### src/i2c_status_pkg.sv
// constants, register map and shared timing function for the status and clock block
//
// Overview of operation
// - bit 7 shows second own address matched
// - bit 4 flags general call when answering
// - bit 2 loads address read/write bit
// - direction cleared by stop, restart, arbitration, disable
// - busy sets on low line, clears on stop
// - busy keeps tracking while block is off
// - master bit sets on start sent, clears on stop, arbitration, disable
// - status read after first status clears address
// - buffer enable gates empty and full interrupts
// - event enable gates start, address, stop events
// - halt wakeup raises event interrupt asynchronously
// - error enable gates the four error flags
// - twelve bit divider sets standard high, low
// - high register bit 7 selects fast mode
// - fast duty zero gives low twice high
// - fast duty one gives nine and sixteen
// - rise time field bounds the scl feedback
// - arbitration loss returns block to slave
package i2c_status_pkg;

  // register offsets on the plain port
  localparam logic [7:0] OFS_CONTROL = 8'h00;
  localparam logic [7:0] OFS_DIV_LOW = 8'h02;
  localparam logic [7:0] OFS_BUS_STATE = 8'h09;
  localparam logic [7:0] OFS_IRQ_EN = 8'h0a;
  localparam logic [7:0] OFS_DIV_HIGH = 8'h0c;
  localparam logic [7:0] OFS_RISE = 8'h0d;

  // values after reset
  localparam logic [7:0] RST_CONTROL = 8'h00;
  localparam logic [7:0] RST_DIV_LOW = 8'h0b;
  localparam logic [7:0] RST_IRQ_EN = 8'h00;
  localparam logic [7:0] RST_DIV_HIGH = 8'h00;
  localparam logic [5:0] RST_RISE = 6'h02;

  // field positions
  localparam int BIT_BLOCK_ON = 0;
  localparam int BIT_GC_ANSWER = 6;
  localparam int BIT_SECOND_MATCH = 7;
  localparam int BIT_GENERAL_CALL = 4;
  localparam int BIT_SENDING = 2;
  localparam int BIT_BUSY = 1;
  localparam int BIT_MASTER = 0;
  localparam int BIT_BUF_IRQ = 2;
  localparam int BIT_EVT_IRQ = 1;
  localparam int BIT_ERR_IRQ = 0;
  localparam int BIT_FAST = 7;
  localparam int BIT_DUTY = 6;

  // phase multipliers of the divider
  localparam logic [4:0] MUL_ONE = 5'h01;
  localparam logic [4:0] MUL_TWO = 5'h02;
  localparam logic [4:0] MUL_NINE = 5'h09;
  localparam logic [4:0] MUL_SIXTEEN = 5'h10;

  // length of one scl phase in input clocks
  function automatic logic [15:0] phase_len(input logic fast, input logic duty,
                                            input logic [11:0] div, input logic is_low);
    logic [4:0] mul;
    mul = MUL_ONE;
    if (fast && duty) begin
      mul = is_low ? MUL_SIXTEEN : MUL_NINE;
    end else if (fast) begin
      mul = is_low ? MUL_TWO : MUL_ONE;
    end
    phase_len = 16'({4'h0, div} * {11'h000, mul});
  endfunction : phase_len

endpackage : i2c_status_pkg

### src/i2c_status_irq_clock_gen.sv
// bus state status, interrupt gating and master clock control of the two wire interface
`timescale 1ns/1ns
module i2c_status_irq_clock_gen
  import i2c_status_pkg::*;
(
  input wire logic clock_i,
  input wire logic rst_n_i,
  input wire logic ce_i,
  // register port
  input wire logic [7:0] addr_i,
  input wire logic [7:0] wr_data_i,
  input wire logic wr_i,
  input wire logic rd_i,
  output logic [7:0] rd_data_o,
  // read of the first status register, elsewhere in the interface
  input wire logic first_status_read_i,
  // bus lines, taken as synchronous
  input wire logic scl_i,
  input wire logic sda_i,
  output logic scl_o,
  output logic scl_oe_o,
  output logic scl_tick_o,
  // events from the slave and master data path
  input wire logic addr_match_i,
  input wire logic second_address_match_i,
  input wire logic general_call_header_i,
  input wire logic addr_phase_done_i,
  input wire logic rw_bit_i,
  // flags held elsewhere in the interface
  input wire logic start_sent_flag_i,
  input wire logic addr_flag_i,
  input wire logic header_sent_flag_i,
  input wire logic stop_detected_flag_i,
  input wire logic byte_done_flag_i,
  input wire logic tx_empty_flag_i,
  input wire logic rx_full_flag_i,
  input wire logic halt_wakeup_flag_i,
  input wire logic bus_error_flag_i,
  input wire logic arbitration_lost_flag_i,
  input wire logic ack_failure_flag_i,
  input wire logic overrun_flag_i,
  // control and results
  output logic block_on_o,
  output logic general_call_answer_o,
  output logic addr_clear_o,
  output logic event_irq_o,
  output logic error_irq_o
);

  logic block_on_q;
  logic gc_answer_q;
  logic [7:0] div_low_q;
  logic [2:0] irq_en_q;
  logic fast_q;
  logic duty_q;
  logic [3:0] div_high_q;
  logic [5:0] rise_q;
  logic scl_prev_q;
  logic sda_prev_q;
  logic busy_q;
  logic second_match_q;
  logic general_call_q;
  logic sending_q;
  logic master_q;
  logic first_read_seen_q;
  logic addr_clear_q;
  logic [7:0] rd_data_q;
  logic stop_seen;
  logic start_seen;
  logic restart_seen;
  logic end_of_frame;
  logic [7:0] bus_state;
  logic [7:0] rd_mux;
  logic scl_low;
  logic buf_event;
  logic scl_run;

  // register write decode
  function automatic logic wr_hit(input logic [7:0] ofs);
    wr_hit = wr_i && (addr_i == ofs);
  endfunction : wr_hit

  // control register, block enable acts as soft reset for the status bits except busy
  always_ff @(posedge clock_i or negedge rst_n_i) begin
    if (!rst_n_i) begin
      block_on_q <= RST_CONTROL[BIT_BLOCK_ON];
      gc_answer_q <= RST_CONTROL[BIT_GC_ANSWER];
    end else if (ce_i && wr_hit(OFS_CONTROL)) begin
      block_on_q <= wr_data_i[BIT_BLOCK_ON];
      gc_answer_q <= wr_data_i[BIT_GC_ANSWER];
    end
  end

  // interrupt enables, upper bits reserved
  always_ff @(posedge clock_i or negedge rst_n_i) begin
    if (!rst_n_i) begin
      irq_en_q <= RST_IRQ_EN[2:0];
    end else if (ce_i && wr_hit(OFS_IRQ_EN)) begin
      irq_en_q <= wr_data_i[2:0];
    end
  end

  // divider and rise time; written freely, software keeps them still while running
  always_ff @(posedge clock_i or negedge rst_n_i) begin
    if (!rst_n_i) begin
      div_low_q <= RST_DIV_LOW;
      fast_q <= RST_DIV_HIGH[BIT_FAST];
      duty_q <= RST_DIV_HIGH[BIT_DUTY];
      div_high_q <= RST_DIV_HIGH[3:0];
      rise_q <= RST_RISE;
    end else if (ce_i) begin
      if (wr_hit(OFS_DIV_LOW)) begin
        div_low_q <= wr_data_i;
      end
      if (wr_hit(OFS_DIV_HIGH)) begin
        fast_q <= wr_data_i[BIT_FAST];
        duty_q <= wr_data_i[BIT_DUTY];
        div_high_q <= wr_data_i[3:0];
      end
      if (wr_hit(OFS_RISE)) begin
        rise_q <= wr_data_i[5:0];
      end
    end
  end

  // previous line samples for edge detection on the bus
  always_ff @(posedge clock_i or negedge rst_n_i) begin
    if (!rst_n_i) begin
      scl_prev_q <= 1'b1;
      sda_prev_q <= 1'b1;
    end else if (ce_i) begin
      scl_prev_q <= scl_i;
      sda_prev_q <= sda_i;
    end
  end

  // stop is sda rising with scl high; a start while busy is a repeated start
  assign stop_seen = scl_i && scl_prev_q && sda_i && !sda_prev_q;
  assign start_seen = scl_i && scl_prev_q && !sda_i && sda_prev_q;
  assign restart_seen = start_seen && busy_q;
  assign end_of_frame = stop_seen || restart_seen;

  // busy tracks the bus regardless of the block enable
  always_ff @(posedge clock_i or negedge rst_n_i) begin
    if (!rst_n_i) begin
      busy_q <= 1'b0;
    end else if (ce_i) begin
      if (stop_seen) begin
        busy_q <= 1'b0;
      end else if (!scl_i || !sda_i) begin
        busy_q <= 1'b1;
      end
    end
  end

  // which own address matched, slave side
  always_ff @(posedge clock_i or negedge rst_n_i) begin
    if (!rst_n_i) begin
      second_match_q <= 1'b0;
    end else if (ce_i) begin
      if (!block_on_q || end_of_frame) begin
        second_match_q <= 1'b0;
      end else if (addr_match_i) begin
        second_match_q <= second_address_match_i;
      end
    end
  end

  // general call header seen while answering is on
  always_ff @(posedge clock_i or negedge rst_n_i) begin
    if (!rst_n_i) begin
      general_call_q <= 1'b0;
    end else if (ce_i) begin
      if (!block_on_q || end_of_frame) begin
        general_call_q <= 1'b0;
      end else if (general_call_header_i && gc_answer_q) begin
        general_call_q <= 1'b1;
      end
    end
  end

  // direction of the data bytes, taken at the end of the address phase
  always_ff @(posedge clock_i or negedge rst_n_i) begin
    if (!rst_n_i) begin
      sending_q <= 1'b0;
    end else if (ce_i) begin
      if (!block_on_q || end_of_frame || arbitration_lost_flag_i) begin
        sending_q <= 1'b0;
      end else if (addr_phase_done_i) begin
        sending_q <= rw_bit_i;
      end
    end
  end

  // master role; arbitration loss drops back to slave with no software help
  always_ff @(posedge clock_i or negedge rst_n_i) begin
    if (!rst_n_i) begin
      master_q <= 1'b0;
    end else if (ce_i) begin
      if (!block_on_q || stop_seen || arbitration_lost_flag_i) begin
        master_q <= 1'b0;
      end else if (start_sent_flag_i) begin
        master_q <= 1'b1;
      end
    end
  end

  // first status read arms the address clear; the next bus state read fires it and disarms
  // no flag sampling here, so an address flag set after the first read still clears
  always_ff @(posedge clock_i or negedge rst_n_i) begin
    if (!rst_n_i) begin
      first_read_seen_q <= 1'b0;
      addr_clear_q <= 1'b0;
    end else if (ce_i) begin
      addr_clear_q <= rd_i && (addr_i == OFS_BUS_STATE) && first_read_seen_q;
      if (first_status_read_i) begin
        first_read_seen_q <= 1'b1;
      end else if (rd_i && (addr_i == OFS_BUS_STATE)) begin
        first_read_seen_q <= 1'b0;
      end
    end
  end

  // bus state status, reserved bits zero
  assign bus_state = {second_match_q, 2'b00, general_call_q, 1'b0, sending_q, busy_q, master_q};

  // read multiplexer, unmapped offsets read zero
  always_comb begin
    rd_mux = 8'h00;
    unique case (addr_i)
      OFS_CONTROL: rd_mux = {1'b0, gc_answer_q, 5'h00, block_on_q};
      OFS_DIV_LOW: rd_mux = div_low_q;
      OFS_BUS_STATE: rd_mux = bus_state;
      OFS_IRQ_EN: rd_mux = {5'h00, irq_en_q};
      OFS_DIV_HIGH: rd_mux = {fast_q, duty_q, 2'b00, div_high_q};
      OFS_RISE: rd_mux = {2'b00, rise_q};
      default: rd_mux = 8'h00;
    endcase
  end

  // read data stand for exactly the cycle after the strobe
  always_ff @(posedge clock_i or negedge rst_n_i) begin
    if (!rst_n_i) begin
      rd_data_q <= 8'h00;
    end else if (ce_i) begin
      rd_data_q <= rd_i ? rd_mux : 8'h00;
    end
  end

  // interrupt gating; combinational so halt wakeup needs no running clock
  assign buf_event = tx_empty_flag_i || rx_full_flag_i;
  assign event_irq_o = irq_en_q[BIT_EVT_IRQ] && (start_sent_flag_i || addr_flag_i
                       || header_sent_flag_i || stop_detected_flag_i
                       || (byte_done_flag_i && !buf_event)
                       || (irq_en_q[BIT_BUF_IRQ] && buf_event)
                       || halt_wakeup_flag_i);
  assign error_irq_o = irq_en_q[BIT_ERR_IRQ] && (bus_error_flag_i || arbitration_lost_flag_i
                       || ack_failure_flag_i || overrun_flag_i);

  // clock generation runs only as enabled master
  assign scl_run = block_on_q && master_q;

  scl_timer u_scl_timer (
    .clock_i(clock_i),
    .rst_n_i(rst_n_i),
    .ce_i(ce_i),
    .run_i(scl_run),
    .fast_i(fast_q),
    .duty_i(duty_q),
    .div_i({div_high_q, div_low_q}),
    .rise_i(rise_q),
    .scl_i(scl_i),
    .scl_low_o(scl_low),
    .scl_tick_o(scl_tick_o)
  );

  // open drain scl: drive low only
  assign scl_o = 1'b0;
  assign scl_oe_o = scl_low;
  assign rd_data_o = rd_data_q;
  assign block_on_o = block_on_q;
  assign general_call_answer_o = gc_answer_q;
  assign addr_clear_o = addr_clear_q;

endmodule : i2c_status_irq_clock_gen

### src/scl_timer.sv
// master scl generator with rise time bounded feedback
`timescale 1ns/1ns
module scl_timer
  import i2c_status_pkg::*;
(
  input wire logic clock_i,
  input wire logic rst_n_i,
  input wire logic ce_i,
  input wire logic run_i,
  input wire logic fast_i,
  input wire logic duty_i,
  input wire logic [11:0] div_i,
  input wire logic [5:0] rise_i,
  input wire logic scl_i,
  output logic scl_low_o,
  output logic scl_tick_o
);

  typedef enum logic [2:0] {
    ST_IDLE = 3'b001,
    ST_LOW = 3'b010,
    ST_HIGH = 3'b100
  } phase_e;

  phase_e state_q;
  logic [15:0] cnt_q;
  logic [15:0] low_len;
  logic [15:0] high_len;
  logic advance;

  // phase lengths from mode, duty and divider
  assign low_len = phase_len(fast_i, duty_i, div_i, 1'b1);
  assign high_len = phase_len(fast_i, duty_i, div_i, 1'b0);

  // high count runs during the rise window, then waits for the line to be high
  assign advance = scl_i || (cnt_q < {10'h000, rise_i});

  // phase sequencer; leaving run releases the line at once
  always_ff @(posedge clock_i or negedge rst_n_i) begin
    if (!rst_n_i) begin
      state_q <= ST_IDLE;
      cnt_q <= 16'h0000;
    end else if (ce_i) begin
      if (!run_i) begin
        state_q <= ST_IDLE;
        cnt_q <= 16'h0000;
      end else begin
        unique case (state_q)
          ST_IDLE: begin
            state_q <= ST_LOW;
            cnt_q <= 16'h0000;
          end
          ST_LOW: begin
            if (cnt_q + 16'h0001 >= low_len) begin
              state_q <= ST_HIGH;
              cnt_q <= 16'h0000;
            end else begin
              cnt_q <= cnt_q + 16'h0001;
            end
          end
          ST_HIGH: begin
            if (advance) begin
              if (cnt_q + 16'h0001 >= high_len) begin
                state_q <= ST_LOW;
                cnt_q <= 16'h0000;
              end else begin
                cnt_q <= cnt_q + 16'h0001;
              end
            end
          end
          default: begin
            state_q <= ST_IDLE;
            cnt_q <= 16'h0000;
          end
        endcase
      end
    end
  end

  // open drain drive and end of low phase marker
  assign scl_low_o = (state_q == ST_LOW);
  assign scl_tick_o = (state_q == ST_LOW) && (cnt_q + 16'h0001 >= low_len);

endmodule : scl_timer
### config.mk
export PLATFORM = sky130hd
export DESIGN_NAME = i2c_status_irq_clock_gen
export DESIGN_NICKNAME = d
export VERILOG_FILES = /design/src/i2c_status_pkg.sv /design/src/i2c_status_irq_clock_gen.sv /design/src/scl_timer.sv
export SDC_FILE = /design/constraint.sdc
export NUM_CORES = 1
export LEC_CHECK = 0
export ABC_CLOCK_PERIOD_IN_PS = 6850
export BUFFER_PORTS_ARGS = -buffer_cell sky130_fd_sc_hd__buf_4
export CAP_MARGIN = 25
export CORE_MARGIN = 5
export CORE_UTILIZATION = 61
export DETAILED_ROUTE_END_ITERATION = 7
export PLACE_DENSITY_LB_ADDON = 0.15
export SKIP_CTS_REPAIR_TIMING = 1
export SYNTH_ARGS = -nofsm -noshare
export SYNTH_HDL_FRONTEND = slang
export SYNTH_SLANG_ARGS = --single-unit
### constraint.sdc
create_clock -name clock_i -period 6.85 [get_ports clock_i]
set_clock_uncertainty 0.05 [all_clocks]
set_input_delay 0.685 -clock clock_i [delete_from_list [all_inputs] [get_ports clock_i]]
set_output_delay 0.685 -clock clock_i [all_outputs]
set_load 0.01 [all_outputs]
==> results.md <==
* Status: finished, final reports clean
* Final net count at 812
* Peak supply drop at 114 uV
* Gp weighted congestion at 0.939
* Final setup vio count at 0
* Vias in the first global route at 4933
* Final worst path period need at 6.04 ns
* Fin crit share at 0.882
* Gr ovfl total at 0
* Num rows at 35
* Buffers on Ports at 55
* RSZ-0062 raised after global routing: no
* Synth top area share at 0.237
* Residual DRC at 0
* Count leader, synth: ha_1
* R2R Path End: u_scl_timer.state_q[2]
* Fmax at 166 MHz
* Syn_area_per_cell at 9.02 um2
* Starting Density at 0.622
* Clock Tree Buf Depth at 2
* Top_reg_cell synth: dfrtp_1
* Total clock buffers created by CTS at 9
* Detailed placer's ending HPWL at 11.3 mm
* Leakage at 3.30 nW
* Endpoint class of the critical path: primary output
* Worst path arrival time at 5.30 ns
* YS warnings at 0
* Cell Chain, Critical Path: nor2b_1, and2_1, ha_1, inv_1, fa_1, inv_1, ha_1, and4_1, and2_1, a31o_2, o41ai_2, nor2_1, a211oi_1, ha_1, a21oi_1, o21ai_0, a21oi_1, o21ai_0, and2_1, buf_4
* Top cells by count, synth: 84 x ha_1, 58 x inv_1, 54 x dfrtp_1
* Total of max-cap violations at 0
* Number of failing hold endpoints at the final stage at 0
* Syn-to-layout area delta at 11.7%
* PD cells at 126 mW/mm2
* Root buffer cell: clkbuf_8
* GRT met2 Usage at 0.438
* Slew headroom at 0.489
* Critical path launch point type: register
* Synth area leaders: dfrtp_1 24%, ha_1 18%, mux2_2 4.9%, inv_1 3.8%, dfstp_2 3.2%
* Die ar. at 0.0114 mm2
* TritonCTS clock tree: built
* Ports at 57
* Routed vias/inst at 6.17
* Synthesized instance count at 631
* Htree depth at 3
* CORE AREA at 0.00915 mm2
* Worst Tran Pin Value at 0.767 ns
* Met3 Use GR at 0.0391
* Slowest stage delay, CP at 0.58 ns
* Gr busiest metal: met2
* Routed Antenna Nets at 0
* Post-synth EDFFs at 0
* Worst-path clk slew at 0.08 ns
* Worst R2R Setup Slack at 1.48 ns
* Cell variety after synth at 69
* Flops & latches, synth at 61
* Initial antenna violation count at 0
* Drt total wl at 14.3 mm
* Met1 usage at 0.334
* Worst-path maximum fanout at 16
* Layout Utilization at 0.695
* Wire per inst at 18.0 um
* 1st-pass router iterations at 7
* Die W at 107 um
* Via count at 4902
* 1st-iter DRT viols at 295
* Class of the worst hold path: in -> async
* Die Y at 107 um
* Synth area leader: dfrtp_1
* TNS Setup at 0 ns
* Clock latency on the worst-skew pair at 0.33 ns
* Net Count, Synth at 765
* First-pass GRT wire length at 24.0 mm
* Post-synth ARST share at 1.00
* Diodes inserted at 0
* Layout cells sized above 1 at 0.180
* Critical Setup Path Class: reg -> out
* Critical-path top delay cell: nor2b_1
* Synthesized cell area at 0.00569 mm2
* Critical path required time at 6.11 ns
* RR Startpoint: duty_q
* Final slew viol count at 0
* Total GRT Usage at 0.262
* # clock sinks at 61
* Reg2Reg Depth at 20
* Pin count of the biggest net entering global routing at 62
* Register area share after synthesis at 0.270
==> critical path: cells and delay by family (launching register included) <==
family	cells	cell delay, ns
buffers and inverters	3	0.23
AOI/OAI and AO/OA	7	1.42
and+or+nand+nor	6	1.50
adders and majority gates	4	1.28
DFF	1	0.54
==> cell type report <==
class,count,area (um2)
Clock buffer,12,155
Clock inverter,4,47.5
Fill cell,677,2790
Inverter,58,218
Multi-Input combinational cell,492,3840
Sequential cell,61,1540
Tap cell,111,139
Timing Repair Buffer,56,420
==> power breakdown <==
part	switching, mW	internal [mW]
Clock	0.148	0.187
Sequential	0.00997	0.369
Combinational	0.0485	0.0381
Total	0.206	0.594
==> worst max-delay path by stage <==
stage                     slack (ns)         end    from
after floorplan                 1.86  scl_tick_o  fast_q
after global placement          1.36  scl_tick_o  duty_q
after detailed placement        1.18  scl_tick_o  duty_q
after CTS                       0.82  scl_tick_o  duty_q
after global routing            0.49  scl_tick_o  duty_q
final                           0.81  scl_tick_o  duty_q
==> registers in the layout, summed over array words and instances (netlist names) <==
| register | cells |
|---|---|
| u_scl_timer.cnt_q | 16 |
| div_low_q | 8 |
| rd_data_o | 8 |
| rise_q | 6 |
| div_high_q | 4 |
| irq_en_q | 3 |
| u_scl_timer.state_q | 3 |
| addr_clear_o | 1 |
| block_on_o | 1 |
| busy_q | 1 |
| duty_q | 1 |
| fast_q | 1 |
| first_read_seen_q | 1 |
| general_call_answer_o | 1 |
| general_call_q | 1 |
| master_q | 1 |
| scl_prev_q | 1 |
| sda_prev_q | 1 |
| second_match_q | 1 |
| sending_q | 1 |
==> cell families (layout without fill, tap and decap cells) <==
kind of cell | count (synthesis) | after routing | synth area share
buf+inv | 78 | 130 | 0.0554
flops | 61 | 61 | 0.270
mux | 29 | 29 | 0.0565
simple gates | 201 | 201 | 0.191
xor+xnor | 31 | 31 | 0.0477
fa+ha+maj | 93 | 93 | 0.216
other cells | 1 | 1 | 0.000659
compound gates | 137 | 137 | 0.163
==> metal layers <==
metal	wire length (um)	vias up
met5	0	-
met1	6040	2322
met4	602	0
li1	-	2369
met2	6880	172
met3	792	39
==> through the flow <==
stage	cells	power (mW)	hold slack, ns	area (um2)	setup WS [ns]
2_1_floorplan	631	0.426	0.339	5690	1.86
3_3_place_gp	778	0.468	0.431	6160	1.36
3_5_place_dp	778	0.472	0.430	6160	1.18
4_1_cts	794	0.800	0.413	6360	0.821
5_1_grt	794	0.829	0.446	6360	0.489
6_report	794	0.800	0.374	6360	0.811
==> cells in the final DEF, fill, tap and decap left out, types with 8 or more instances in the layout <==
cell	n
nand4_1	8
a31o_2	9
nand2b_1	12
fa_1	9
nor2_1	23
mux2_2	25
xor2_1	16
o21ai_1	9
inv_1	58
and3_1	26
nand2_1	49
o21ai_0	31
buf_4	56
nand3_1	22
dfrtp_1	54
ha_1	84
o22ai_1	9
nor2b_1	9
a21oi_1	25
nor3_1	11
and2_1	17
xnor2_1	15
clkbuf_8	11
(Power assumes the default switching activity.)
